**src/hdl/hps_defs.svh**
```systemverilog
// Constants for the hot-plug slot output stage: layout, offsets, reset values
`ifndef HPS_DEFS_SVH
`define HPS_DEFS_SVH

// Slot count and bits shifted per slot
`define HPS_SLOTS 2
`define HPS_SLOT_BITS 8

// Field positions inside one slot byte
`define HPS_B_PWR 0
`define HPS_B_CLK 1
`define HPS_B_BUS 2
`define HPS_B_RST 3
`define HPS_B_PLMP 4
`define HPS_B_ALMP 5

// Holding value after init: lamps, bus and clock at 1, reset and power at 0
`define HPS_INIT_SLOT 6'h36

// Index of each pin in the synchronised pin vector
`define HPS_P_OCI 0
`define HPS_P_OSC 1
`define HPS_P_OLC 2
`define HPS_P_RLC 3
`define HPS_P_PV 4
`define HPS_P_TEST 5
`define HPS_P_OCO 6
`define HPS_P_ICO 7
`define HPS_P_ICI 8
`define HPS_P_MF0 9
`define HPS_P_AF0 11
`define HPS_NPIN 13

// Register byte offsets
`define HPS_REG_STATUS 4'h0
`define HPS_REG_HOLD 4'h4
`define HPS_REG_CTRL 4'h8

// Control register field
`define HPS_CTRL_LTEST 0

`endif

```
**src/hdl/hps_pkg.sv**
```systemverilog
// Types shared by the hot-plug slot output stage
package hps_pkg;

    // Operating mode chosen at the power valid rising edge
    typedef enum logic [2:0] {
        HPS_OFF,
        HPS_NORMAL,
        HPS_NAND,
        HPS_TRI,
        HPS_RSVD
    } hps_mode_t;

    // Holding register of one slot, bit 0 is power on
    typedef struct packed {
        logic almp;
        logic plmp;
        logic rst;
        logic bus;
        logic clk;
        logic pwr;
    } hps_slot_t;

endpackage

```
**src/hdl/hps_pin_if.sv**
```systemverilog
// Synchronised pin levels and rising edges passed to the output stage
`timescale 1ns/100ps
interface hps_pin_if #(
    parameter int W = 13
);
    logic [W-1:0] level; // Synchronised pin levels
    logic [W-1:0] rise;  // One-cycle rising edge markers

    modport src (output level, rise);
    modport dst (input level, rise);
endinterface

```
**src/hdl/hps_out_stage.sv**
```systemverilog
// Serial output stage of a two-slot hot-plug controller with test modes
//
// How it works
// Controller shifts slot data in serially first
// Holding registers copy the chain, drive pins
// Output latch clock updates power, bus, clock, lamps
// Reset latch clock updates only the reset outputs
// Slot failure forces reset, drops clock and bus
// Failure is main fault AND auxiliary fault
// Power valid rise, test low: normal, latch straps
// Normal mode drives both chain-out pins
// Test high, straps zero: NAND tree; else reserved
// Test high, strap one 0, zero 1: tri-state
// Test raised later gives run-time lamp test
// Lamp test: power lamp follows power on
// Lamp test: attention lamp follows failure
// NAND tree: all two-way pins float but input-chain-out
// Tester toggles inputs low-high in fixed order
// Tester toggles test last, high then low
// NAND tree drives NAND of inputs on input-chain-out
// Power valid rise initialises control and outputs
// After init lamps, bus, clock 1, reset 0
// Eight bits per slot, last slot shifted first
// Byte layout: power, clock, bus, reset, lamps
// Chain advances one bit per shift clock edge
// Latches capture on rising edge, then hold
`timescale 1ns/100ps
`include "hps_defs.svh"
module hps_out_stage #(
    parameter int SLOTS = `HPS_SLOTS,
    parameter int SBITS = `HPS_SLOT_BITS
) (
    input wire logic ref_clk_i, // 100 MHz system clock
    input wire logic srst_i, // Synchronous reset, active high
    input wire logic ce_i, // Clock enable, freezes state when low
    input wire logic output_chain_in_i, // Serial output data in
    input wire logic output_shift_clock_i, // Output shift clock pin
    input wire logic output_latch_clock_i, // Latch clock for controls and lamps
    input wire logic reset_latch_clock_i, // Latch clock for slot resets
    input wire logic power_valid_i, // Power valid pin
    input wire logic test_i, // Test pin
    input wire logic input_chain_in_i, // Serial input chain in
    input wire logic [SLOTS-1:0] main_fault_i, // Main power failure per slot
    input wire logic [SLOTS-1:0] aux_fault_i, // Auxiliary power failure per slot
    input wire logic output_chain_out_i, // Output chain out pin level, strap one
    output logic output_chain_out_o, // Output chain out drive
    output logic output_chain_out_oe_n_o, // Low while driven
    input wire logic input_chain_out_i, // Input chain out pin level, strap zero
    output logic input_chain_out_o, // Input chain out drive
    output logic input_chain_out_oe_n_o, // Low while driven
    output logic [SLOTS-1:0] power_on_o, // Slot power on, 1 = on
    output logic [SLOTS-1:0] slot_clock_gate_o, // Slot clock gate, 1 = enable
    output logic [SLOTS-1:0] bus_connect_o, // Bus connect, 1 = enable
    output logic [SLOTS-1:0] slot_reset_out_o, // Slot reset pin, 0 = asserted
    output logic [SLOTS-1:0] power_lamp_o, // Power lamp
    output logic [SLOTS-1:0] attention_lamp_o, // Attention lamp
    output logic slot_oe_n_o, // Low while slot pins are driven
    input wire logic [3:0] avs_address_i, // Avalon byte address
    input wire logic avs_read_i, // Avalon read
    input wire logic avs_write_i, // Avalon write
    input wire logic [31:0] avs_writedata_i, // Avalon write data
    input wire logic [3:0] avs_byteenable_i, // Avalon byte enables
    output logic [31:0] avs_readdata_o, // Avalon read data
    output logic avs_waitrequest_o // Avalon wait request
);
    localparam int SRW = SLOTS * SBITS; // Chain length in this device

    hps_pin_if #(.W(`HPS_NPIN)) pins (); // Synchronised pin bundle
    hps_pkg::hps_mode_t mode; // Current operating mode
    logic [SRW-1:0] chain; // Output shift register
    hps_pkg::hps_slot_t hold [SLOTS]; // Holding registers
    logic [1:0] strap; // Latched straps {one, zero}
    logic ltest; // Software lamp test request
    logic [SLOTS-1:0] fail; // Combined slot failure
    logic pv_rise; // Power valid rising edge
    logic osc_rise; // Shift clock rising edge
    logic olc_rise; // Output latch clock rising edge
    logic rlc_rise; // Reset latch clock rising edge
    logic run_test; // Run-time lamp test active
    logic [6:0] nand_in; // Inputs combined in the NAND tree
    logic acc; // Bus access in the answer cycle

    // All pins cross into the clock domain before use
    hps_sync #(.W(`HPS_NPIN)) u_sync (
        .ref_clk_i (ref_clk_i),
        .srst_i (srst_i),
        .ce_i (ce_i),
        .raw_i ({aux_fault_i, main_fault_i, input_chain_in_i, input_chain_out_i,
                 output_chain_out_i, test_i, power_valid_i, reset_latch_clock_i,
                 output_latch_clock_i, output_shift_clock_i, output_chain_in_i}),
        .pins (pins)
    );

    // Slot byte selector, slot A sits at the top of the chain
    function automatic logic [SBITS-1:0] slot_byte(input logic [SRW-1:0] c, input int s);
        slot_byte = c[(SLOTS - 1 - s) * SBITS +: SBITS];
    endfunction

    assign pv_rise = pins.rise[`HPS_P_PV];
    assign osc_rise = pins.rise[`HPS_P_OSC];
    assign olc_rise = pins.rise[`HPS_P_OLC];
    assign rlc_rise = pins.rise[`HPS_P_RLC];

    // Failure per slot; only both supplies failing counts
    genvar g;
    generate
        for (g = 0; g < SLOTS; g++) begin : g_fail
            assign fail[g] = pins.level[`HPS_P_MF0 + g] & pins.level[`HPS_P_AF0 + g];
        end
    endgenerate

    // Test raised while already in normal mode, or asked by software
    assign run_test = (mode == hps_pkg::HPS_NORMAL) & (pins.level[`HPS_P_TEST] | ltest);

    // Chain inputs that feed the NAND tree, in tester order
    assign nand_in = {pins.level[`HPS_P_TEST], pins.level[`HPS_P_RLC], pins.level[`HPS_P_OLC],
                      pins.level[`HPS_P_OSC], pins.level[`HPS_P_OCI], pins.level[`HPS_P_OCO],
                      pins.level[`HPS_P_ICI]};

    // Mode chosen at the power valid edge from test and straps
    always_ff @(posedge ref_clk_i) begin
        if (srst_i) begin
            mode <= hps_pkg::HPS_OFF;
        end else if (ce_i) begin
            if (!pins.level[`HPS_P_PV]) begin
                mode <= hps_pkg::HPS_OFF;
            end else if (pv_rise) begin
                if (!pins.level[`HPS_P_TEST]) begin
                    mode <= hps_pkg::HPS_NORMAL;
                end else if (pins.level[`HPS_P_OCO]) begin
                    mode <= hps_pkg::HPS_RSVD;
                end else if (pins.level[`HPS_P_ICO]) begin
                    mode <= hps_pkg::HPS_TRI;
                end else begin
                    mode <= hps_pkg::HPS_NAND;
                end
            end
        end
    end

    // Straps sampled from the chain-out pins at the normal-mode edge
    always_ff @(posedge ref_clk_i) begin
        if (srst_i) begin
            strap <= 2'h0;
        end else if (ce_i && pv_rise && !pins.level[`HPS_P_TEST]) begin
            strap <= {pins.level[`HPS_P_OCO], pins.level[`HPS_P_ICO]};
        end
    end

    // Shift register; new bits enter at the top so the first bit lands at bit 0
    always_ff @(posedge ref_clk_i) begin
        if (srst_i) begin
            chain <= '0;
        end else if (ce_i) begin
            if (pv_rise) begin
                chain <= '0;
            end else if (osc_rise && mode == hps_pkg::HPS_NORMAL) begin
                chain <= {pins.level[`HPS_P_OCI], chain[SRW-1:1]};
            end
        end
    end

    // Holding registers: two latch clocks, init on power valid, fault override last
    always_ff @(posedge ref_clk_i) begin
        if (srst_i) begin
            for (int s = 0; s < SLOTS; s++) begin
                hold[s] <= `HPS_INIT_SLOT;
            end
        end else if (ce_i) begin
            for (int s = 0; s < SLOTS; s++) begin
                if (pv_rise) begin
                    hold[s] <= `HPS_INIT_SLOT;
                end else if (mode == hps_pkg::HPS_NORMAL) begin
                    if (olc_rise) begin
                        hold[s].pwr <= slot_byte(chain, s)[`HPS_B_PWR];
                        hold[s].clk <= slot_byte(chain, s)[`HPS_B_CLK];
                        hold[s].bus <= slot_byte(chain, s)[`HPS_B_BUS];
                        hold[s].plmp <= slot_byte(chain, s)[`HPS_B_PLMP];
                        hold[s].almp <= slot_byte(chain, s)[`HPS_B_ALMP];
                    end
                    if (rlc_rise) begin
                        hold[s].rst <= slot_byte(chain, s)[`HPS_B_RST];
                    end
                end
                // Placed last so a fault wins over any latch edge in the same cycle
                if (fail[s]) begin
                    hold[s].rst <= 1'b0;
                    hold[s].clk <= 1'b0;
                    hold[s].bus <= 1'b0;
                end
            end
        end
    end

    // Slot pins, registered; lamps swap source in run-time test
    always_ff @(posedge ref_clk_i) begin
        if (srst_i) begin
            power_on_o <= '0;
            slot_clock_gate_o <= '1;
            bus_connect_o <= '1;
            slot_reset_out_o <= '0;
            power_lamp_o <= '1;
            attention_lamp_o <= '1;
        end else if (ce_i) begin
            for (int s = 0; s < SLOTS; s++) begin
                power_on_o[s] <= hold[s].pwr;
                slot_clock_gate_o[s] <= hold[s].clk;
                bus_connect_o[s] <= hold[s].bus;
                slot_reset_out_o[s] <= hold[s].rst;
                power_lamp_o[s] <= run_test ? hold[s].pwr : hold[s].plmp;
                attention_lamp_o[s] <= run_test ? fail[s] : hold[s].almp;
            end
        end
    end

    // Chain-out pins: serial data in normal, NAND result in tree test
    always_ff @(posedge ref_clk_i) begin
        if (srst_i) begin
            output_chain_out_o <= 1'b0;
            output_chain_out_oe_n_o <= 1'b1;
            input_chain_out_o <= 1'b0;
            input_chain_out_oe_n_o <= 1'b1;
            slot_oe_n_o <= 1'b0;
        end else if (ce_i) begin
            output_chain_out_o <= chain[0];
            // The input scan chain itself is outside this block; pass its serial data on
            input_chain_out_o <= (mode == hps_pkg::HPS_NAND) ? ~&nand_in : pins.level[`HPS_P_ICI];
            output_chain_out_oe_n_o <= (mode != hps_pkg::HPS_NORMAL);
            input_chain_out_oe_n_o <= !(mode == hps_pkg::HPS_NORMAL || mode == hps_pkg::HPS_NAND);
            // Reserved mode floats too, the safest reading of an unused combination
            slot_oe_n_o <= (mode == hps_pkg::HPS_NAND || mode == hps_pkg::HPS_TRI ||
                            mode == hps_pkg::HPS_RSVD);
        end
    end

    // Avalon slave: one wait cycle, then answer; acc marks the answer cycle
    assign acc = (avs_read_i | avs_write_i) & !avs_waitrequest_o;

    // Wait request drops for one cycle after each new request
    always_ff @(posedge ref_clk_i) begin
        if (srst_i) begin
            avs_waitrequest_o <= 1'b1;
        end else if (ce_i) begin
            avs_waitrequest_o <= !((avs_read_i | avs_write_i) & avs_waitrequest_o);
        end
    end

    // Read data is prepared with the wait drop so it stands at the taking edge
    always_ff @(posedge ref_clk_i) begin
        if (srst_i) begin
            avs_readdata_o <= '0;
        end else if (ce_i && avs_read_i && avs_waitrequest_o) begin
            case (avs_address_i)
                `HPS_REG_STATUS: avs_readdata_o <= {24'h0, run_test, fail, strap, mode};
                `HPS_REG_HOLD: avs_readdata_o <= {18'h0, hold[1], 2'h0, hold[0]};
                `HPS_REG_CTRL: avs_readdata_o <= {31'h0, ltest};
                default: avs_readdata_o <= '0; // Unmapped reads zero
            endcase
        end
    end

    // Control register, written at the answer edge
    always_ff @(posedge ref_clk_i) begin
        if (srst_i) begin
            ltest <= 1'b0;
        end else if (ce_i && acc && avs_write_i && avs_address_i == `HPS_REG_CTRL && avs_byteenable_i[0]) begin
            ltest <= avs_writedata_i[`HPS_CTRL_LTEST];
        end
    end
endmodule

```
**src/hdl/hps_sync.sv**
```systemverilog
// Two-flop synchroniser with rising edge detection for a vector of pins
`timescale 1ns/100ps
module hps_sync #(
    parameter int W = 13
) (
    input wire logic ref_clk_i,       // System clock
    input wire logic srst_i,          // Synchronous reset, active high
    input wire logic ce_i,            // Clock enable
    input wire logic [W-1:0] raw_i,   // Asynchronous pin levels
    hps_pin_if.src pins               // Synchronised levels and edges
);
    logic [W-1:0] meta; // First stage, read only by the second stage
    logic [W-1:0] stab; // Second stage
    logic [W-1:0] prev; // Previous stable level for edge detection

    // Two stages, then one more to find edges; reset holds all low
    always_ff @(posedge ref_clk_i) begin
        if (srst_i) begin
            meta <= '0;
            stab <= '0;
            prev <= '0;
        end else if (ce_i) begin
            meta <= raw_i;
            stab <= meta;
            prev <= stab;
        end
    end

    assign pins.level = stab;
    assign pins.rise = stab & ~prev;
endmodule

```
**config.mk**
```make
export PLATFORM = sky130hd
export DESIGN_NAME = hps_out_stage
export DESIGN_NICKNAME = d
export VERILOG_FILES = /design/src/hdl/hps_pkg.sv /design/src/hdl/hps_pin_if.sv /design/src/hdl/hps_out_stage.sv /design/src/hdl/hps_sync.sv
export VERILOG_INCLUDE_DIRS = /design/src /design/src/hdl
export SDC_FILE = /design/constraint.sdc
export NUM_CORES = 1
export LEC_CHECK = 0
export BUFFER_PORTS_ARGS = -buffer_cell sky130_fd_sc_hd__buf_2
export CORE_MARGIN = 4
export CORE_UTILIZATION = 40
export DETAILED_ROUTE_END_ITERATION = 8
export GPL_TIMING_DRIVEN = 0
export PLACE_DENSITY = 0.77
export SKIP_CTS_REPAIR_TIMING = 1
export SYNTH_ARGS = -nofsm -noshare
export SYNTH_HDL_FRONTEND = slang
export SYNTH_HIERARCHICAL = 1
export SYNTH_SLANG_ARGS = --single-unit
```
**constraint.sdc**
```tcl
create_clock -name ref_clk_i -period 2 [get_ports ref_clk_i]
set_clock_uncertainty 0.2 [all_clocks]
set_input_delay 0.1 -clock ref_clk_i [delete_from_list [all_inputs] [get_ports ref_clk_i]]
set_output_delay 0.1 -clock ref_clk_i [all_outputs]
set_load 0.01 [all_outputs]
```
Word level (Yosys, flattened, before mapping)
Memory sizes are Yosys's and may differ from the RTL's.
Index checks and enable logic that the tools add are counted.
- register bits after elaboration: 103
- memory bits (writable): 12
- input bits: 58
- output and inout port bits: 50
- word-level logic and storage cells: 139
- memories kept: 1
- eq/ne operators: 8
- multiplexer cells: 59
- bitwise gates (word level): 29
- reduce and logical (&&, ||, !) cells: 22
- memories (memory ; depth ; bits a word ; rd ports ; clocked after Yosys merged registers in ; wr ports ; line ; text):
    hold ; 2 ; 6 ; 2 ; 0 ; 2 ; hps_out_stage.sv:71 ; hps_pkg::hps_slot_t hold [SLOTS];
- operators with widths (operator ; count):
    1-bit 2-to-1 mux ; 50
    14-bit one-hot mux with 3 select lines ; 1
    16-bit 2-to-1 mux ; 2
    1-bit bitwise OR ; 22
    3-bit 2-to-1 mux ; 4
    6-bit 2-to-1 mux ; 2
    1-bit logical AND ; 9
    7-bit AND reduction ; 1
    3-bit by 2-bit equality test with 1-bit output, second input constant ; 2
    1-bit AND ; 5
    5-bit AND ; 1
    1-bit zero test ; 5
    5-bit inverter ; 1
    4-bit by 3-bit equality test with 1-bit output, second input constant ; 1
    4-bit equality test, second input constant ; 1
    4-bit zero test ; 1
    2-bit AND reduction ; 2
    3-bit by 1-bit equality test with 1-bit output, second input constant ; 1
    3-bit equality test, second input constant ; 1
    1-bit logical OR ; 3
    3-bit by 1-bit inequality test with 1-bit output, second input constant ; 1
    2-bit inequality test, second input constant ; 1
    2-bit nonzero test ; 1

Logic depth before layout (Yosys ltp)
Gate-level depths: netlist of the first run.
- word-level depth: 10
- gate-level depth with buffers: 6
- gate-level depth less buffers: 4

Modules after synthesis
Netlist of the first run, hierarchy kept.
- modules (own cells, without submodules) (module ; times used ; cells an instance ; area each (um^2) ; seq. area each (um^2)):
    hps_out_stage ; 1 ; 336 ; 3050.4 ; 1441.4
    hps_sync ; 1 ; 139 ; 1481.4 ; 780.7

Worst setup path before layout of the first run
No wires, ideal clock.
- path type: flip-flop to flip-flop
- from: register u_sync.stab[4], in the netlist u_sync/pins.level[4]
- to: memory hold[1][1] (netlist name), data pin
- setup time: 0.256 ns
- data arrival time: 1.500 ns
- data required time: 1.544 ns
- path slack: 0.043 ns
- stages on the path, launching flop included: 7
- path buffers: 2
- clock period less this slack: 1.957 ns
- path through: dfxtp_1 nor2b_1 buf_2 nor4b_4 nand3_1 buf_2 o22a_1
- RTL lines (item ; line ; text):
    start: declaration ; hps_sync.sv:13 ; logic [W-1:0] stab;
    start signal: assignment ; hps_sync.sv:24 ; stab <= meta;
    end: declaration ; hps_out_stage.sv:71 ;

Worst setup path after layout of the first run
- from: register mode[1]
- to: register avs_readdata_o[7]
- longest elaborated chain between the ends: 3
- RTL lines (item ; line ; text):
    start: declaration ; hps_out_stage.sv:69 ; hps_pkg::hps_mode_t mode;
    start signal: assignment ; hps_out_stage.sv:123 ; mode <= hps_pkg::HPS_OFF;
    start signal: assignment ; hps_out_stage.sv:126 ; mode <= hps_pkg::HPS_OFF;
    start signal: assignment ; hps_out_stage.sv:129 ; mode <= hps_pkg::HPS_NORMAL;
    3-bit by 1-bit equality test with 1-bit output ; hps_out_stage.sv:113 ; assign run_test = (mode == hps_pkg::HPS_NORMAL) & (pins.level[`HPS_P_TEST] | ltest);
    1-bit AND ; hps_out_stage.sv:113 ;
    14-bit one-hot mux with 3 select lines ; hps_out_stage.sv:253 ; case (avs_address_i)
    end signal: assignment ; hps_out_stage.sv:254 ; `HPS_REG_STATUS: avs_readdata_o <= {24'h0, run_test, fail, strap, mode};
    end signal: assignment ; hps_out_stage.sv:255 ; `HPS_REG_HOLD: avs_readdata_o <= {18'h0, hold[1], 2'h0, hold[0]};
    end signal: assignment ; hps_out_stage.sv:256 ; `HPS_REG_CTRL: avs_readdata_o <= {31'h0, ltest};
    end: declaration ; hps_out_stage.sv:63 ; output logic [31:0] avs_readdata_o,
Every way passes these cells.
A chain may end at the register's enable or synchronous reset.

==> results.txt, run 1 <==
----------------------------------------------------
[Outcome]
  Result of the run ... complete, but fails checks
  Violated checks ... negative hold slack

[Layout]
  Final Net Count ... approximately 600
  Layout cell share with drive strength beyond 1 ... between 20% and 30%
  Summed area of non-filler cells in the final layout ... 5130 um2
  Fill cell instance count of the final layout ... 939
  Number of antenna diodes ... 0
  Area delta synth->final ... 22.9%
  Register area ... just over 2000 um2
  Area of combinational cells with multiple inputs ... 1880 um2
  Layout Utilization ... 50.1%

[STA]
  Max-slew violations ... 0
  Final worst path period share ... between 90% and 100%
  Max Clock Freq ... about 520 MHz
  Minimum clock period ... slightly below 2 ns
  Unrepaired setup endpoints after global routing ... false
  Worst path setup slack after routing ... approximately 0.08 ns
  Final hold violations ... 10
  Measured slew at the worst slew-check pin ... approximately 1 ns
  Setup TNS ... 0 ns
  Final number of setup-violating endpoints ... 0
  Max-Slew Margin vs Limit ... 33.4%
  Worst hold slack across all endpoints ... -0.0187 ns

[Setup path]
  Startpoint of the lowest-slack register-to-register path ... mode[1]
  Endpoint kind of the worst setup timing path ... flip-flop
  Largest stage delay, worst path ... 0.56 ns
  CP endpoint ... avs_readdata_o[7]
  Critical path data arrival time ... around 2.0 ns
  Launch point of the worst path ... mode[1]
  Worst flop-to-flop path endpoint ... avs_readdata_o[7]
  Startpoint type of the worst setup path ... flip-flop
  Slowest library cell on the worst path ... sky130_fd_sc_hd__or4_1
  Register-to-register path setup slack ... about 0.078 ns
  Crit-path cells ... buf_2 > or3b_1 > or4_1 > a21oi_1
  Worst path required time ... between 2 and 2.5 ns
  FF-to-FF path depth ... 4
  Critical path class ... flip-flop to flip-flop
  Worst Path Max Fanout ... 8

[Clock network]
  TritonCTS clock tree ... yes
  Worst-Skew Late Latency ... approximately 0.37 ns
  Number of sinks handled by clock tree synthesis ... between 90 and 100
  CTS clk-pin slew, worst paths ... around 0.090 ns
  Cts bufs inserted ... 9
  CTS max path bufs ... 2
  Buffer cell driving the clock tree root ... sky130_fd_sc_hd__clkbuf_8
  H-tree Lvls ... 3

[Die]
  Height of the die ... between 100 and 150 um
  Floorplan row count ... 37
  CORE AREA ... slightly above 10000 um2
  I/O pins ... 108
  Area of the die ... approximately 12000 um2
  Initial Utilization ... between 40% and 50%
  DIE WIDTH ... between 100 and 150 um

[Pwr]
  Share of total power in combinational logic ... about a tenth
  Internal power summed over all cells ... ~2600 uW
  Sw Ratio ... 26.0%
  Sequential share of power ... between 50% and 60%
  Fraction of power consumed by the clock network ... about 33%
  Switching power summed over all nets ... a little over 900 uW
  Maximum VDD drop ... 338 uV
  Pwr Density ... 688 nW/um2
  Leakage power summed over all cells ... a little over 0.002 uW

[Placed design]
  Detail Placement HPWL ... around 7.6 mm
  Global placement routability congestion ... roughly 0.96
  Count of port buffers added during placement ... 55
  Setup WS pre-CTS ... -0.287 ns
  Total placed instance area ... between 4000 and 5000 um2

[Routing]
  Post-route DRC ... 0
  Final routed wirelength across all metal layers ... around 11 mm
  Via Count ... around 3600
  Pre-antenna DRT Iters ... 4
  Average wire per cell in the routed design ... between 15 and 20 um
  Residual antenna-violating net count after detailed routing ... 0
  Number of design-rule violations left by the first detailed-router iteration ... roughly 280
  Post-detailed-route via-to-cell ratio ... 5.22

[GRT]
  Global route overflow ... 0
  Via count of the first global-routing pass ... 3327
  GRT Util Overall ... about 17%
  Initial antenna violation count ... 1
  Global-route wire length before repair ... 16.3 mm
  Largest net degree at the start of global routing ... 17

[Yosys]
  Synthesized area per cell ... between 9 and 10 um2
  Synthesized netlist cell count ... roughly 440
  Synthesis Warnings ... 6
  Cell area after synthesis ... ~4200 um2

[Min path]
  Worst Hold Launch ... avs_address_i[3]
  Hold crit path type ... primary input to flip-flop

[Run]
  # Max-Cap Violations ... 0

----------------------------------------------------
## state kept, by name (all words and copies together), names as in the netlist, 2 cells and up
name	flops
chain	16
avs_readdata_o	14
u_sync/meta	13
u_sync/pins.level	13
hold	12
u_sync/prev	4
mode	3
attention_lamp_o	2
bus_connect_o	2
power_lamp_o	2
power_on_o	2
slot_clock_gate_o	2
slot_reset_out_o	2
strap	2
## metal layers
layer	vias up	wire, um	global-route usage [%]	part of all wire, %
met5	-	0	0	0
met4	0	278	8.71	2.6
met3	31	687	3.38	6.5
met2	136	5170	29.6	49
met1	1677	4380	20.4	42
li1	1739	-	-	-
## power groups by stage
stage	clock network (uW)	logic [uW]	registers, uW
floorplan	0	214	2060
global placement	0	300	2070
detailed placement	0	309	2070
CTS	1160	310	2020
global route	1240	385	2030
finish	1150	352	2020
## how the worst min path moves through the flow
stage | cells past startpoint | to | slack, ns
after detailed placement | 3 | u_sync/meta[8] | 0.14
after CTS | 3 | u_sync/meta[0] | -0.25
after floorplan | 2 | u_sync/meta[0] | 0.05
after global placement | 3 | u_sync/meta[11] | 0.13
after global routing | 4 | avs_readdata_o[8] | 0.02
final | 4 | avs_readdata_o[1] | -0.02
## critical path: cells and delay by family, from the launching register on
kind,cells,cell delay (ns)
buf+inv,1,0.17
compound gates,1,0.18
simple gates,2,0.99
flops,1,0.31
## final cells by class
cell class / count / share of cell area, %
Clock inverter: 6 / 0.830
Tap cell: 136 / 3.32
Buffer: 50 / 6.22
Multi-Input combinational cell: 303 / 36.6
Clock buffer: 10 / 2.49
Sequential cell: 96 / 39.9
Inverter: 5 / 0.366
Timing Repair Buffer: 81 / 10.3
## per-stage QoR
step	std cells	total power [uW]
floorplan	456	2270
global placement	647	2370
CTS	663	3500
finish	687	3530
global route	687	3650
detailed placement	647	2380
## placed cells by master, fill, tap and decap left out, types with 7 or more instances in the layout
cell type and count:
sky130_fd_sc_hd__dfxtp_1 83, sky130_fd_sc_hd__buf_2 59, sky130_fd_sc_hd__nor2_1 45, sky130_fd_sc_hd__mux2i_1 37, sky130_fd_sc_hd__a21oi_1 35, sky130_fd_sc_hd__nand3_1 31
sky130_fd_sc_hd__buf_4 23, sky130_fd_sc_hd__dlygate4sd3_1 23, sky130_fd_sc_hd__nand2_1 20, sky130_fd_sc_hd__conb_1 18, sky130_fd_sc_hd__clkbuf_1 17, sky130_fd_sc_hd__o211ai_1 17
sky130_fd_sc_hd__nor3_1 13, sky130_fd_sc_hd__edfxtp_1 12, sky130_fd_sc_hd__nor2b_1 11, sky130_fd_sc_hd__clkbuf_8 9, sky130_fd_sc_hd__nand3b_1 7
Note: power is estimated with default switching activity, not from simulation.
==> inputs of run 2 (changes only) <==
--- a/config.mk
+++ b/config.mk
@@ -6,12 +6,12 @@
 export SDC_FILE = /design/constraint.sdc
 export NUM_CORES = 1
 export LEC_CHECK = 0
-export BUFFER_PORTS_ARGS = -buffer_cell sky130_fd_sc_hd__buf_2
 export CORE_MARGIN = 4
 export CORE_UTILIZATION = 40
 export DETAILED_ROUTE_END_ITERATION = 8
+export DONT_BUFFER_PORTS = 1
 export GPL_TIMING_DRIVEN = 0
-export PLACE_DENSITY = 0.77
+export PLACE_DENSITY = 0.68
 export SKIP_CTS_REPAIR_TIMING = 1
 export SYNTH_ARGS = -nofsm -noshare
 export SYNTH_HDL_FRONTEND = slang
==> results.txt, run 2 (synthesis gave the netlist of run 1 again) <==
----------------------------------------------------
[Layout]
  Largest registers ... chain (16), avs_readdata_o (14) (unchanged)
  Flip-flop count of the largest register after layout ... 16 (unchanged)
  Biggest register ... chain (unchanged)
  Most frequent cells in the layout ... sky130_fd_sc_hd__dfxtp_1, sky130_fd_sc_hd__nor2_1, sky130_fd_sc_hd__mux2i_1 (was sky130_fd_sc_hd__dfxtp_1, sky130_fd_sc_hd__buf_2, sky130_fd_sc_hd__nor2_1)
  Area delta synth->final ... 18.9% (was 22.9%)
  Non-filler instance count after layout ... 645 (was 687)
  Layout cell share with drive strength beyond 1 ... 12.8% (was 22.0%)
  Final Net Count ... 562 (was 604)
  Number of antenna diodes ... 0 (unchanged)
  Most frequent standard cell in the layout excluding fill and tap cells ... sky130_fd_sc_hd__dfxtp_1 (unchanged)

[Routing]
  Post-detailed-route via-to-cell ratio ... 5.18 (was 5.22)
  Pre-antenna DRT Iters ... 4 (unchanged)
  Via Count ... 3338 (was 3583)
  Post-route DRC ... 0 (unchanged)
  Average wire per cell in the routed design ... 16.0 um (was 15.3 um)
  Final routed wirelength across all metal layers ... 10.3 mm (was 10.5 mm)
  Residual antenna-violating net count after detailed routing ... 0 (unchanged)
  Number of design-rule violations left by the first detailed-router iteration ... 193 (was 276)

[Die]
  CORE AREA ... 10200 um2 (unchanged)
  Height of the die ... 110 um (unchanged)
  Floorplan row count ... 37 (unchanged)
  I/O pins ... 108 (unchanged)
  DIE WIDTH ... 110 um (unchanged)
  Area of the die ... 12100 um2 (unchanged)
  Initial Utilization ... 40.8% (unchanged)

[STA]
  Minimum clock period ... 1.98 ns (was 1.92 ns)
  Final worst path period share ... 98.8% (was 96.1%)
  Max Clock Freq ... 506 MHz (was 520 MHz)
  Measured slew at the worst slew-check pin ... 1.02 ns (was 0.986 ns)
  Worst hold slack across all endpoints ... -0.153 ns (was -0.0187 ns)
  Final hold violations ... 10 (unchanged)
  Max-slew violations ... 0 (unchanged)
  Max-Slew Margin vs Limit ... 30.9% (was 33.4%)
  Final number of setup-violating endpoints ... 0 (unchanged)

[Clock network]
  TritonCTS clock tree ... yes (unchanged)
  Buffer cell driving the clock tree root ... sky130_fd_sc_hd__clkbuf_8 (unchanged)
  H-tree Lvls ... 3 (unchanged)
  Number of sinks handled by clock tree synthesis ... 96 (unchanged)
  Worst-Skew Late Latency ... 0.36 ns (was 0.37 ns)
  CTS max path bufs ... 2 (unchanged)
  Cts bufs inserted ... 9 (unchanged)
  CTS clk-pin slew, worst paths ... 0.09 ns (about the same)

[Setup path]
  Critical path data arrival time ... 2.03 ns (was 2.02 ns)
  Critical path class ... flip-flop to flip-flop (unchanged)
  Slowest library cell on the worst path ... sky130_fd_sc_hd__dlygate4sd3_1 (was sky130_fd_sc_hd__or4_1)
  Worst path required time ... 2.05 ns (was 2.10 ns)
  Most numerous cell on the critical path ... sky130_fd_sc_hd__dlygate4sd3_1
  Worst Path Max Fanout ... 2 (was 8)
  Kind of cell adding the most delay to the critical path ... buffers and inverters (was simple AND/OR/NAND/NOR gates)
  Endpoint kind of the worst setup timing path ... flip-flop (unchanged)
  Crit-path cells ... mux2i_1 > dlygate4sd3_1 > nor2_1 > dlygate4sd3_1 (was buf_2 > or3b_1 > or4_1 > a21oi_1)
  Startpoint type of the worst setup path ... flip-flop (unchanged)
  Largest stage delay, worst path ... 0.59 ns (was 0.56 ns)
  Bufs and invs on worst path ... 2 (was 1)

[Pwr]
  Pwr Density ... 697 nW/um2 (was 688 nW/um2)
  Total power of the final layout ... 3460 uW (was 3530 uW)
  Leakage power summed over all cells ... 0.00190 uW (was 0.00207 uW)
  Maximum VDD drop ... 399 uV (was 338 uV)

[GRT]
  Global route overflow ... 0 (unchanged)
  GRT Util Overall ... 16.3% (was 17.2%)
  Largest net degree at the start of global routing ... 16 (was 17)
  Via count of the first global-routing pass ... 3024 (was 3327)
  Initial antenna violation count ... 0 (was 1)
  Global-route wire length before repair ... 15.4 mm (was 16.3 mm)

[Placed design]
  Detail Placement HPWL ... 7.22 mm (was 7.60 mm)
  Global placement routability congestion ... 0.893 (was 0.957)
  Number of placed instances, taps included ... 592 (was 647)
  Count of port buffers added during placement ... 0 (was 55)

[Outcome]
  Violated checks ... negative hold slack (unchanged)
  Result of the run ... complete, but fails checks (unchanged)

[Run]
  # Max-Cap Violations ... 0 (unchanged)

[Min path]
  Hold crit path type ... primary input to flip-flop (unchanged)

----------------------------------------------------
==> run 2: cell count changes in the layout (fill, tap and decap cells not counted), sizes merged <==
| cell | before | now |
|---|---|---|
| dlygate4sd3 | 23 | 35 |
| inv | 8 | 5 |
| clkinv | 3 | 5 |
| clkinvlp | 0 | 1 |
| buf | 89 | 35 |
==> run 2: per-stage QoR <==
stage	TNS (ns)	util (%)	cell area [um2]	setup WS, ns
2_1_floorplan	0	-	4240	0.0435
3_3_place_gp	-4.86	43.1	4410	-0.290
3_5_place_dp	-5.55	43.1	4410	-0.321
4_1_cts	-6.32	44.7	4570	-0.344
5_1_grt	-0.0515	48.5	4960	-0.0251
6_report	0	48.5	4960	0.0231
==> run 2: layout make-up <==
type | instances | area [um2]
buffer | 51 | 323
clock buffer | 10 | 128
clock inverter | 6 | 36.3
fill | 938 | 5270
inverter | 5 | 18.8
multi-input combinational | 303 | 1870
sequential | 96 | 2040
tap | 136 | 170
timing repair buffer | 38 | 373
==> run 2: worst paths after layout <==
path                                        from                  to  slack (ns)  cells past startpoint
worst min register to register         chain[14]           chain[13]        0.28                      2
worst max-delay path             u_sync/meta[10]     u_sync/meta[10]        0.02                      4
worst max register to register   u_sync/meta[10]     u_sync/meta[10]        0.02                      4
worst min-delay path            avs_address_i[1]  avs_readdata_o[10]       -0.15                      3
==> run 2: power breakdown <==
group          internal, uW  total, uW  switching [uW]
logic                   154        323             169
registers              1990       2030            40.4
clock network           446       1110             661
==> run 2: layer usage <==
metal | vias up | wire length, um | global-route usage [%]
li1 | 1649 | - | -
met1 | 1571 | 4480 | 21.2
met2 | 106 | 4930 | 26.3
met3 | 12 | 773 | 4.31
met4 | 0 | 156 | 5.36
met5 | - | 0 | 0
==> run 2: worst register-to-register path: cells and delay by family (launching register included) <==
| kind | cells | cell delay [ns] |
|---|---|---|
| buf+inv | 2 | 1.15 |
| flops | 1 | 0.33 |
| mux | 1 | 0.15 |
| simple gates | 1 | 0.05 |
